## src/sdp_pkg.sv

```systemverilog
/*
  Shared constants and types of the serdes parallel port: word and group
  widths, bit-clock phase points of the receive byte clocks, FIFO depth.
  Assumes the block clock runs at one serial bit per cycle.
*/
package sdp_pkg;

  localparam int unsigned SDP_WORD_BITS  = 10;
  localparam int unsigned SDP_GROUP_BITS = 5;
  localparam int unsigned SDP_FIFO_DEPTH = 16;

  // outside clock limits, kept for reference by the far side
  localparam int unsigned SDP_REFERENCE_CLOCK_IN_MIN_MHZ = 100;
  localparam int unsigned SDP_REFERENCE_CLOCK_IN_MAX_MHZ = 160;
  localparam int unsigned SDP_MCLK_PERIOD_NS = 8;

  // serializer and deserializer bit counters
  localparam logic [3:0] SDP_TX_LAST_BIT = 4'h9;
  localparam logic [3:0] SDP_RX_LAST_BIT = 4'h9;

  // byte clock phase points, in serial bit times
  localparam logic [4:0] SDP_FULL_PERIOD = 5'h0a;
  localparam logic [4:0] SDP_FULL_HIGH   = 5'h05;
  localparam logic [4:0] SDP_FULL_LOAD   = 5'h07;
  localparam logic [4:0] SDP_DDR_HI_LOAD = 5'h02;
  localparam logic [4:0] SDP_HALF_PERIOD = 5'h14;
  localparam logic [4:0] SDP_HALF_HIGH   = 5'h0a;
  localparam logic [4:0] SDP_HALF_LOAD_B = 5'h05;
  localparam logic [4:0] SDP_HALF_LOAD_A = 5'h0f;

  typedef enum logic [1:0] {
    SDP_MODE_HALF,
    SDP_MODE_FULL,
    SDP_MODE_DDR
  } sdp_mode_t;

endpackage

```

## src/sdp_fifo.sv

```systemverilog
/*
  Synchronous FIFO with valid/ready on both sides, width and depth set by
  parameters. Assumes one clock and a depth that is a power of two.
*/
`timescale 1ns/1ns
module sdp_fifo #(
  parameter int unsigned WIDTH = 10,
  parameter int unsigned DEPTH = 16
) (
  input  wire logic             mclk_i,
  input  wire logic             rst_b_i,
  input  wire logic             in_valid_i,
  output logic                  in_ready_o,
  input  wire logic [WIDTH-1:0] in_data_i,
  output logic                  out_valid_o,
  input  wire logic             out_ready_i,
  output logic      [WIDTH-1:0] out_data_o
);

  localparam int unsigned AW = $clog2(DEPTH);

  initial begin
    if (WIDTH < 1 || DEPTH < 2 || (1 << AW) != DEPTH) begin
      $error("sdp_fifo: WIDTH must be >= 1 and DEPTH a power of two >= 2");
    end
  end

  logic [WIDTH-1:0] mem [DEPTH];
  logic [AW:0]      wr_ptr_reg;
  logic [AW:0]      wr_ptr_next;
  logic [AW:0]      rd_ptr_reg;
  logic [AW:0]      rd_ptr_next;
  logic             full;
  logic             empty;
  logic             push;
  logic             pop;

  always_comb begin
    full        = (wr_ptr_reg[AW] != rd_ptr_reg[AW]) &&
                  (wr_ptr_reg[AW-1:0] == rd_ptr_reg[AW-1:0]);
    empty       = (wr_ptr_reg == rd_ptr_reg);
    push        = in_valid_i && !full;
    pop         = out_ready_i && !empty;
    wr_ptr_next = push ? wr_ptr_reg + 1'b1 : wr_ptr_reg;
    rd_ptr_next = pop ? rd_ptr_reg + 1'b1 : rd_ptr_reg;
    in_ready_o  = !full;
    out_valid_o = !empty;
    out_data_o  = mem[rd_ptr_reg[AW-1:0]];
  end

  always_ff @(posedge mclk_i or negedge rst_b_i) begin
    if (!rst_b_i) begin
      wr_ptr_reg <= '0;
      rd_ptr_reg <= '0;
    end else begin
      wr_ptr_reg <= wr_ptr_next;
      rd_ptr_reg <= rd_ptr_next;
    end
  end

  // storage carries no reset; only words behind the pointers are read
  always_ff @(posedge mclk_i) begin
    if (push) begin
      mem[wr_ptr_reg[AW-1:0]] <= in_data_i;
    end
  end

endmodule

```

## src/sdp_port.sv

```systemverilog
/*
  Parallel side of a gigabit serializer/deserializer: transmit word capture
  on the reference clock, bit-serial transmit, receive deserializer, receive
  FIFO and the recovered byte clocks in half-rate, full-rate and DDR modes.
  Assumes mclk_i is the serial bit clock (one bit per cycle); all pins except rst_b_i and realign_i are
  asynchronous to it and pass two flip-flops before use. Word boundary slip
  requests come from a comma detector outside this block.
*/
`timescale 1ns/1ns
module sdp_port
  import sdp_pkg::*;
#(
  parameter int unsigned FIFO_DEPTH = SDP_FIFO_DEPTH
) (
  input  wire logic       mclk_i,
  input  wire logic       rst_b_i,
  input  wire logic       reference_clock_in_i,
  input  wire logic [9:0] tx_parallel_word_i,
  input  wire logic       interface_width_select_i,
  input  wire logic       rx_clock_rate_select_i,
  input  wire logic       loopback_enable_i,
  input  wire logic       serial_in_pair_i,
  input  wire logic       realign_i,
  output logic            serial_out_pair_o,
  output logic            serial_out_pair_oe_o,
  output logic      [9:0] rx_parallel_word_o,
  output logic            rx_byte_clock_a_o,
  output logic            rx_byte_clock_b_o,
  output logic            rx_overflow_o
);

  initial begin
    if (FIFO_DEPTH < 2) begin
      $error("sdp_port: FIFO_DEPTH must be at least 2");
    end
  end

  function automatic sdp_mode_t sdp_mode_f(input logic width_sel, input logic rate_sel);
    if (width_sel) begin
      return SDP_MODE_DDR;
    end else if (rate_sel) begin
      return SDP_MODE_FULL;
    end
    return SDP_MODE_HALF;
  endfunction

  // pin synchronisers; the first stage feeds only the second
  logic [9:0] txw_s1_reg;
  logic [9:0] txw_s2_reg;
  logic [4:0] pin_s1_reg;
  logic [4:0] pin_s2_reg;
  logic       ref_s3_reg;
  logic       ref_s2;
  logic       width_s2;
  logic       rate_s2;
  logic       loop_s2;
  logic       ser_in_s2;

  always_ff @(posedge mclk_i or negedge rst_b_i) begin
    if (!rst_b_i) begin
      txw_s1_reg <= '0;
      txw_s2_reg <= '0;
      pin_s1_reg <= '0;
      pin_s2_reg <= '0;
      ref_s3_reg <= 1'b0;
    end else begin
      txw_s1_reg <= tx_parallel_word_i;
      txw_s2_reg <= txw_s1_reg;
      pin_s1_reg <= {reference_clock_in_i, interface_width_select_i,
                     rx_clock_rate_select_i, loopback_enable_i, serial_in_pair_i};
      pin_s2_reg <= pin_s1_reg;
      ref_s3_reg <= ref_s2;
    end
  end

  assign ref_s2    = pin_s2_reg[4];
  assign width_s2  = pin_s2_reg[3];
  assign rate_s2   = pin_s2_reg[2];
  assign loop_s2   = pin_s2_reg[1];
  assign ser_in_s2 = pin_s2_reg[0];

  sdp_mode_t mode;
  logic      ref_rise;
  logic      ref_fall;

  assign mode     = sdp_mode_f(width_s2, rate_s2);
  assign ref_rise = ref_s2 && !ref_s3_reg;
  assign ref_fall = !ref_s2 && ref_s3_reg;

  // transmit capture and serializer
  logic [9:0] tx_hold_reg;
  logic [9:0] tx_hold_next;
  logic       tx_pend_reg;
  logic       tx_pend_next;
  logic [9:0] tx_shift_reg;
  logic [9:0] tx_shift_next;
  logic [3:0] tx_left_reg;
  logic [3:0] tx_left_next;
  logic       tx_bit_reg;
  logic       tx_bit_next;
  logic       tx_oe_reg;
  logic       tx_oe_next;

  always_comb begin
    tx_hold_next  = tx_hold_reg;
    tx_pend_next  = tx_pend_reg;
    tx_shift_next = tx_shift_reg;
    tx_left_next  = tx_left_reg;
    tx_bit_next   = 1'b0;
    // an idle line sends zeros until the first captured word
    if (tx_left_reg != 4'h0) begin
      tx_bit_next   = tx_shift_reg[0];
      tx_shift_next = {1'b0, tx_shift_reg[9:1]};
      tx_left_next  = tx_left_reg - 4'h1;
    end else if (tx_pend_reg) begin
      tx_bit_next   = tx_hold_reg[0];
      tx_shift_next = {1'b0, tx_hold_reg[9:1]};
      tx_left_next  = SDP_TX_LAST_BIT;
      tx_pend_next  = 1'b0;
    end
    // a capture in the same cycle as the load wins over the clear
    if (mode == SDP_MODE_DDR) begin
      if (ref_rise) begin
        tx_hold_next[SDP_GROUP_BITS-1:0] = txw_s2_reg[SDP_GROUP_BITS-1:0];
      end
      if (ref_fall) begin
        tx_hold_next[SDP_WORD_BITS-1:SDP_GROUP_BITS] = txw_s2_reg[SDP_GROUP_BITS-1:0];
        tx_pend_next = 1'b1;
      end
    end else if (ref_rise) begin
      tx_hold_next = txw_s2_reg;
      tx_pend_next = 1'b1;
    end
    tx_oe_next = !loop_s2;
  end

  always_ff @(posedge mclk_i or negedge rst_b_i) begin
    if (!rst_b_i) begin
      tx_hold_reg  <= '0;
      tx_pend_reg  <= 1'b0;
      tx_shift_reg <= '0;
      tx_left_reg  <= '0;
      tx_bit_reg   <= 1'b0;
      tx_oe_reg    <= 1'b0;
    end else begin
      tx_hold_reg  <= tx_hold_next;
      tx_pend_reg  <= tx_pend_next;
      tx_shift_reg <= tx_shift_next;
      tx_left_reg  <= tx_left_next;
      tx_bit_reg   <= tx_bit_next;
      tx_oe_reg    <= tx_oe_next;
    end
  end

  // receive deserializer
  logic       rx_bit;
  logic [9:0] rx_sr_reg;
  logic [9:0] rx_sr_next;
  logic [3:0] rx_cnt_reg;
  logic [3:0] rx_cnt_next;
  logic       push_reg;
  logic       push_next;
  logic [9:0] push_data_reg;
  logic [9:0] push_data_next;
  logic       ovf_reg;
  logic       ovf_next;
  logic       fifo_in_ready;
  logic       fifo_out_valid;
  logic [9:0] fifo_out_data;
  logic       pop;

  assign rx_bit = loop_s2 ? tx_bit_reg : ser_in_s2;

  always_comb begin
    // earliest bit ends in bit zero
    rx_sr_next     = {rx_bit, rx_sr_reg[9:1]};
    rx_cnt_next    = rx_cnt_reg;
    push_next      = 1'b0;
    push_data_next = push_data_reg;
    // a slip request lengthens this word by one bit
    if (!realign_i) begin
      if (rx_cnt_reg == SDP_RX_LAST_BIT) begin
        rx_cnt_next    = 4'h0;
        push_next      = 1'b1;
        push_data_next = rx_sr_next;
      end else begin
        rx_cnt_next = rx_cnt_reg + 4'h1;
      end
    end
    // the serial stream cannot wait, so a full FIFO drops the word
    ovf_next = ovf_reg || (push_reg && !fifo_in_ready);
  end

  always_ff @(posedge mclk_i or negedge rst_b_i) begin
    if (!rst_b_i) begin
      rx_sr_reg     <= '0;
      rx_cnt_reg    <= '0;
      push_reg      <= 1'b0;
      push_data_reg <= '0;
      ovf_reg       <= 1'b0;
    end else begin
      rx_sr_reg     <= rx_sr_next;
      rx_cnt_reg    <= rx_cnt_next;
      push_reg      <= push_next;
      push_data_reg <= push_data_next;
      ovf_reg       <= ovf_next;
    end
  end

  sdp_fifo #(
    .WIDTH (SDP_WORD_BITS),
    .DEPTH (FIFO_DEPTH)
  ) u_fifo (
    .mclk_i      (mclk_i),
    .rst_b_i     (rst_b_i),
    .in_valid_i  (push_reg),
    .in_ready_o  (fifo_in_ready),
    .in_data_i   (push_data_reg),
    .out_valid_o (fifo_out_valid),
    .out_ready_i (pop),
    .out_data_o  (fifo_out_data)
  );

  // byte clock generator and receive word output
  logic [4:0] ph_reg;
  logic [4:0] ph_next;
  logic [4:0] ph_limit;
  logic [9:0] word_reg;
  logic [9:0] word_next;
  logic [9:0] rd_reg;
  logic [9:0] rd_next;
  logic       clk_a_reg;
  logic       clk_a_next;
  logic       clk_b_reg;
  logic       clk_b_next;
  logic       is_load;
  logic       stall;

  always_comb begin
    ph_limit = (mode == SDP_MODE_HALF) ? SDP_HALF_PERIOD : SDP_FULL_PERIOD;
    // load at 5 serves b (even words), at 15 serves a (odd)
    if (mode == SDP_MODE_HALF) begin
      is_load = (ph_reg == SDP_HALF_LOAD_B) || (ph_reg == SDP_HALF_LOAD_A);
    end else begin
      is_load = (ph_reg == SDP_FULL_LOAD);
    end
    // empty FIFO freezes the clocks, so phases only stretch
    stall     = is_load && !fifo_out_valid;
    pop       = is_load && fifo_out_valid;
    ph_next   = ph_reg;
    word_next = word_reg;
    rd_next   = rd_reg;
    if (!stall) begin
      ph_next = (ph_reg >= ph_limit - 5'h01) ? 5'h00 : ph_reg + 5'h01;
    end
    if (pop) begin
      word_next = fifo_out_data;
      if (mode == SDP_MODE_DDR) begin
        // bit-zero group ahead of the rise
        rd_next = {{SDP_WORD_BITS-SDP_GROUP_BITS{1'b0}}, fifo_out_data[SDP_GROUP_BITS-1:0]};
      end else begin
        rd_next = fifo_out_data;
      end
    end else if (mode == SDP_MODE_DDR && ph_reg == SDP_DDR_HI_LOAD) begin
      // second group ahead of the fall
      rd_next = {{SDP_WORD_BITS-SDP_GROUP_BITS{1'b0}},
                 word_reg[SDP_WORD_BITS-1:SDP_GROUP_BITS]};
    end
    if (mode == SDP_MODE_HALF) begin
      // two halves of a 20-bit period
      clk_a_next = (ph_next < SDP_HALF_HIGH);
      clk_b_next = (ph_next >= SDP_HALF_HIGH);
    end else begin
      clk_a_next = (ph_next < SDP_FULL_HIGH);
      clk_b_next = 1'b0;
    end
  end

  always_ff @(posedge mclk_i or negedge rst_b_i) begin
    if (!rst_b_i) begin
      ph_reg    <= '0;
      word_reg  <= '0;
      rd_reg    <= '0;
      clk_a_reg <= 1'b0;
      clk_b_reg <= 1'b0;
    end else begin
      ph_reg    <= ph_next;
      word_reg  <= word_next;
      rd_reg    <= rd_next;
      clk_a_reg <= clk_a_next;
      clk_b_reg <= clk_b_next;
    end
  end

  assign serial_out_pair_o    = tx_bit_reg;
  assign serial_out_pair_oe_o = tx_oe_reg;
  assign rx_parallel_word_o   = rd_reg;
  assign rx_byte_clock_a_o    = clk_a_reg;
  assign rx_byte_clock_b_o    = clk_b_reg;
  assign rx_overflow_o        = ovf_reg;

endmodule

```

## config.mk

```make
export PLATFORM = sky130hd
export DESIGN_NAME = sdp_port
export DESIGN_NICKNAME = d
export VERILOG_FILES = /design/src/sdp_pkg.sv /design/src/sdp_fifo.sv /design/src/sdp_port.sv
export SDC_FILE = /design/constraint.sdc
export NUM_CORES = 1
export LEC_CHECK = 0
export ABC_CLOCK_PERIOD_IN_PS = 3500
export BUFFER_PORTS_ARGS = -buffer_cell sky130_fd_sc_hd__buf_2
export CAP_MARGIN = 20
export CORE_MARGIN = 2
export CORE_UTILIZATION = 30
export DETAILED_ROUTE_END_ITERATION = 10
export RECOVER_POWER = 100
export SLEW_MARGIN = 20
export SYNTH_ARGS = -nofsm -noshare
export SYNTH_HDL_FRONTEND = slang
export SYNTH_SLANG_ARGS = --single-unit
```

## constraint.sdc

```tcl
create_clock -name mclk_i -period 3.5 [get_ports mclk_i]
set_clock_uncertainty 0.15 [all_clocks]
set_input_delay 0.875 -clock mclk_i [delete_from_list [all_inputs] [get_ports mclk_i]]
set_output_delay 0.875 -clock mclk_i [all_outputs]
set_load 0.05 [all_outputs]
```

==> impl_metrics.toml <==
[worst_setup_path]
worst-endpoint-required_ns = 3.82
timing.rr.start = "pin_s2_reg[2]"
critPathCaptureType = "flop"
path_class = "flop to flop"
worst_setup_path_start_kind = "flop"
critPathArrivalTime_ns = 3.25
critPathMaxFanout = 7
crit_start = "pin_s2_reg[2]"

[die]
core_area_mm2 = 0.0354
fp.dieArea_mm2 = 0.0372
die_x_um = 193
ioPinCount = 33
initial_utilization_pct = 30.2
fp-row-count = 69
die_h_um = 193

[power]
power_frac_clock_pct = 27.9
power_frac_comb_pct = 25.6
p_switching_mw = 3.28
power_leakage_nw = 4.47
swShare_pct = 32.7
p_int_mw = 6.75
power.density_mw_per_mm2 = 818
peakVddDrop_mv = 0.500
p_seq_share_pct = 46.5

[layout]
final_common_cell = "edfxtp_1"
drive_gt1_share_pct = 19.4
design_area_mm2 = 0.0123
diodes = 0
final_cell_mix = "edfxtp_1 (160), dfrtp_1 (113), mux4_2 (40)"
largest_reg_flops = 160
final_cells = 1171
nets = 719
areaGrowthSynthToFinish_pct = 14.5

[placed_design]
post_dp_cell_area_mm2 = 0.0115
io_buffers = 32
dp_hpwl_um = 13000
place_congestion = 0.755
placed_cells = 1120

[grt]
track_usage_pct = 11.4
antenna_found_initial = 0
grt_pass1_wl_um = 32500
grt_pass1_vias = 5531
globalRoute.totalOverflow = 0
grt_max_degree = 59

[route]
drt_iter0_drc = 300
wire_per_inst_um = 17.8
drc = 0
wl_um = 20900
via_per_inst = 4.64
antenna_left = 0
vias = 5432
drt_pass1_iterations = 5

[synth]
synth_edf_count = 160
synth_simple_gate_area_share_pct = 5.64
syn_nets = 666
synth.avg_cell_area_um2 = 16.8
muxShareOfSynthArea_pct = 12.7
syn_inst = 636
syn_area_mm2 = 0.0107
async_reset_ff_share_pct = 41.6
synth-adder-area-share_pct = 1.40
synth_ff_type = "edfxtp_1"
synth.distinct_cells = 52
synth-seq-cells = 274
synth_top_family_by_area = "multiplexers"
ys_top_cells_by_area = "edfxtp_1 (45%), dfrtp_1 (27%), mux4_2 (8.4%), mux2_2 (2.4%), mux2i_1 (1.8%)"
yosysSeqAreaShare_pct = 71.5
synth_top_cell_by_area = "edfxtp_1"
synth.top_cell.area_share_pct = 44.9
synthXorXnorAreaFrac_pct = 1.38
synth-compound-area-share_pct = 5.20
yosysWarnings = 0

[sta]
rsz0062_at_grt = "false"
min_period_ns = 2.93
hold_viol_final = 0
max_freq_mhz = 341
relSlewSlack_pct = -65.8
max_slew.worst_pin.slew_ns = 2.49
finalSetupViolCount = 0
finalCritPeriodShare_pct = 83.9
drv_slew = 44
fin_setup_tns_ns = 0

[clock_network]
post_cts_resized = 0
clk_pin_slew_ns = 0.07
holdBufCountCts = 0
htree_levels = 1
insertion_delay_ns = 0.54
post-cts-setup-buffer-count = 0
clock-sinks = 274
clock-root-buffer = "clkbuf_16"
cts.path.max_buffers = 3
cts_tree = "built"
numCtsBuffers = 28

[run_status]
failed_checks = "capacitance limit, slew limit"
status = "finished with violations"

[worst_hold_path]
holdCritPathClass = "flop to flop"
worstHoldStart = "txw_s1_reg[8]"

[run]
maxCapViolations = 1
==> per-stage QoR <==
stage | power [mW] | setup slack [ns] | hold WS, ns | utilization (%)
floorplan | 6.55 | 0.932 | 0.181 | -
global placement | 7.34 | 0.682 | 0.182 | 32.5
detailed placement | 7.41 | 0.609 | 0.185 | 32.5
CTS | 10.2 | 0.604 | 0.193 | 35.0
global route | 10.6 | 0.265 | 0.199 | 34.6
finish | 10.0 | 0.565 | 0.197 | 34.6
==> power by group through the flow <==
stage	sequential [mW]	clock, mW	combinational, mW
2_1_floorplan	4.68	0	1.88
5_1_grt	4.75	3.00	2.83
3_5_place_dp	4.74	0	2.67
3_3_place_gp	4.71	0	2.63
6_report	4.67	2.80	2.57
4_1_cts	4.68	2.87	2.69
==> metal layers <==
layer / wire [µm] / GRT usage (%) / vias up / part of all wire (%)
met5: 0 / 0 / - / 0
met4: 397 / 2.65 / 0 / 1.9
met3: 772 / 2.00 / 38 / 3.7
met2: 9840 / 18.8 / 89 / 47
met1: 9860 / 15.8 / 2793 / 47
li1: - / - / 2512 / -
==> synthesized netlist by cell type (6+ instances only) <==
cell and number:
xor2_1 7, a21oi_1 19, inv_1 19, clkbuf_1 14
nor2b_1 13, nor2_1 22, dfrtp_1 114, ha_1 12
mux2_2 23, buf_2 9, o21ai_1 9, a211oi_1 6
edfxtp_1 160, o21ai_0 19, and2_1 8, mux4_2 40
nor3_1 9, xnor2_1 8, mux2i_1 19, nand2_1 38
==> worst max-delay path, cell delays in order (launching register included) <==
cell	delay (ns)
dfrtp_1	0.40
or2_0	0.38
ha_1	0.36
a211oi_1	0.08
o21ai_0	0.62
nor3_1	0.10
a211o_1	0.31
o21ai_0	0.22
and4_1	0.26
==> final timing paths <==
check / to / slack, ns / depth (start not counted)
min in group asynchronous: pin_s2_reg[3] / 0.94 / 1
max reg2reg: rx_byte_clock_a_o / 0.57 / 8
min: txw_s2_reg[8] / 0.20 / 0
max: rx_byte_clock_a_o / 0.57 / 8
max in group asynchronous: u_fifo.rd_ptr_reg[0] / 0.81 / 2
min reg2reg: txw_s2_reg[8] / 0.20 / 0
==> logic make-up after synthesis <==
family | Yosys count
muxes | 83
DFF | 274
xor gates and xnor gates | 16
adders and majority gates | 12
AOI/OAI and AO/OA | 83
buffers and inverters | 50
and+or+nand+nor | 118
==> area by class of cell <==
class,instances,area (µm²)
clock buffers,35,737
well taps,461,577
multi-input cells,312,2820
flip-flops and latches,274,7660
fillers,3377,23100
repair buffers,54,269
clock inverters,16,126
inverters,19,71.3
No activity file was read; power rests on OpenSTA's default activity.
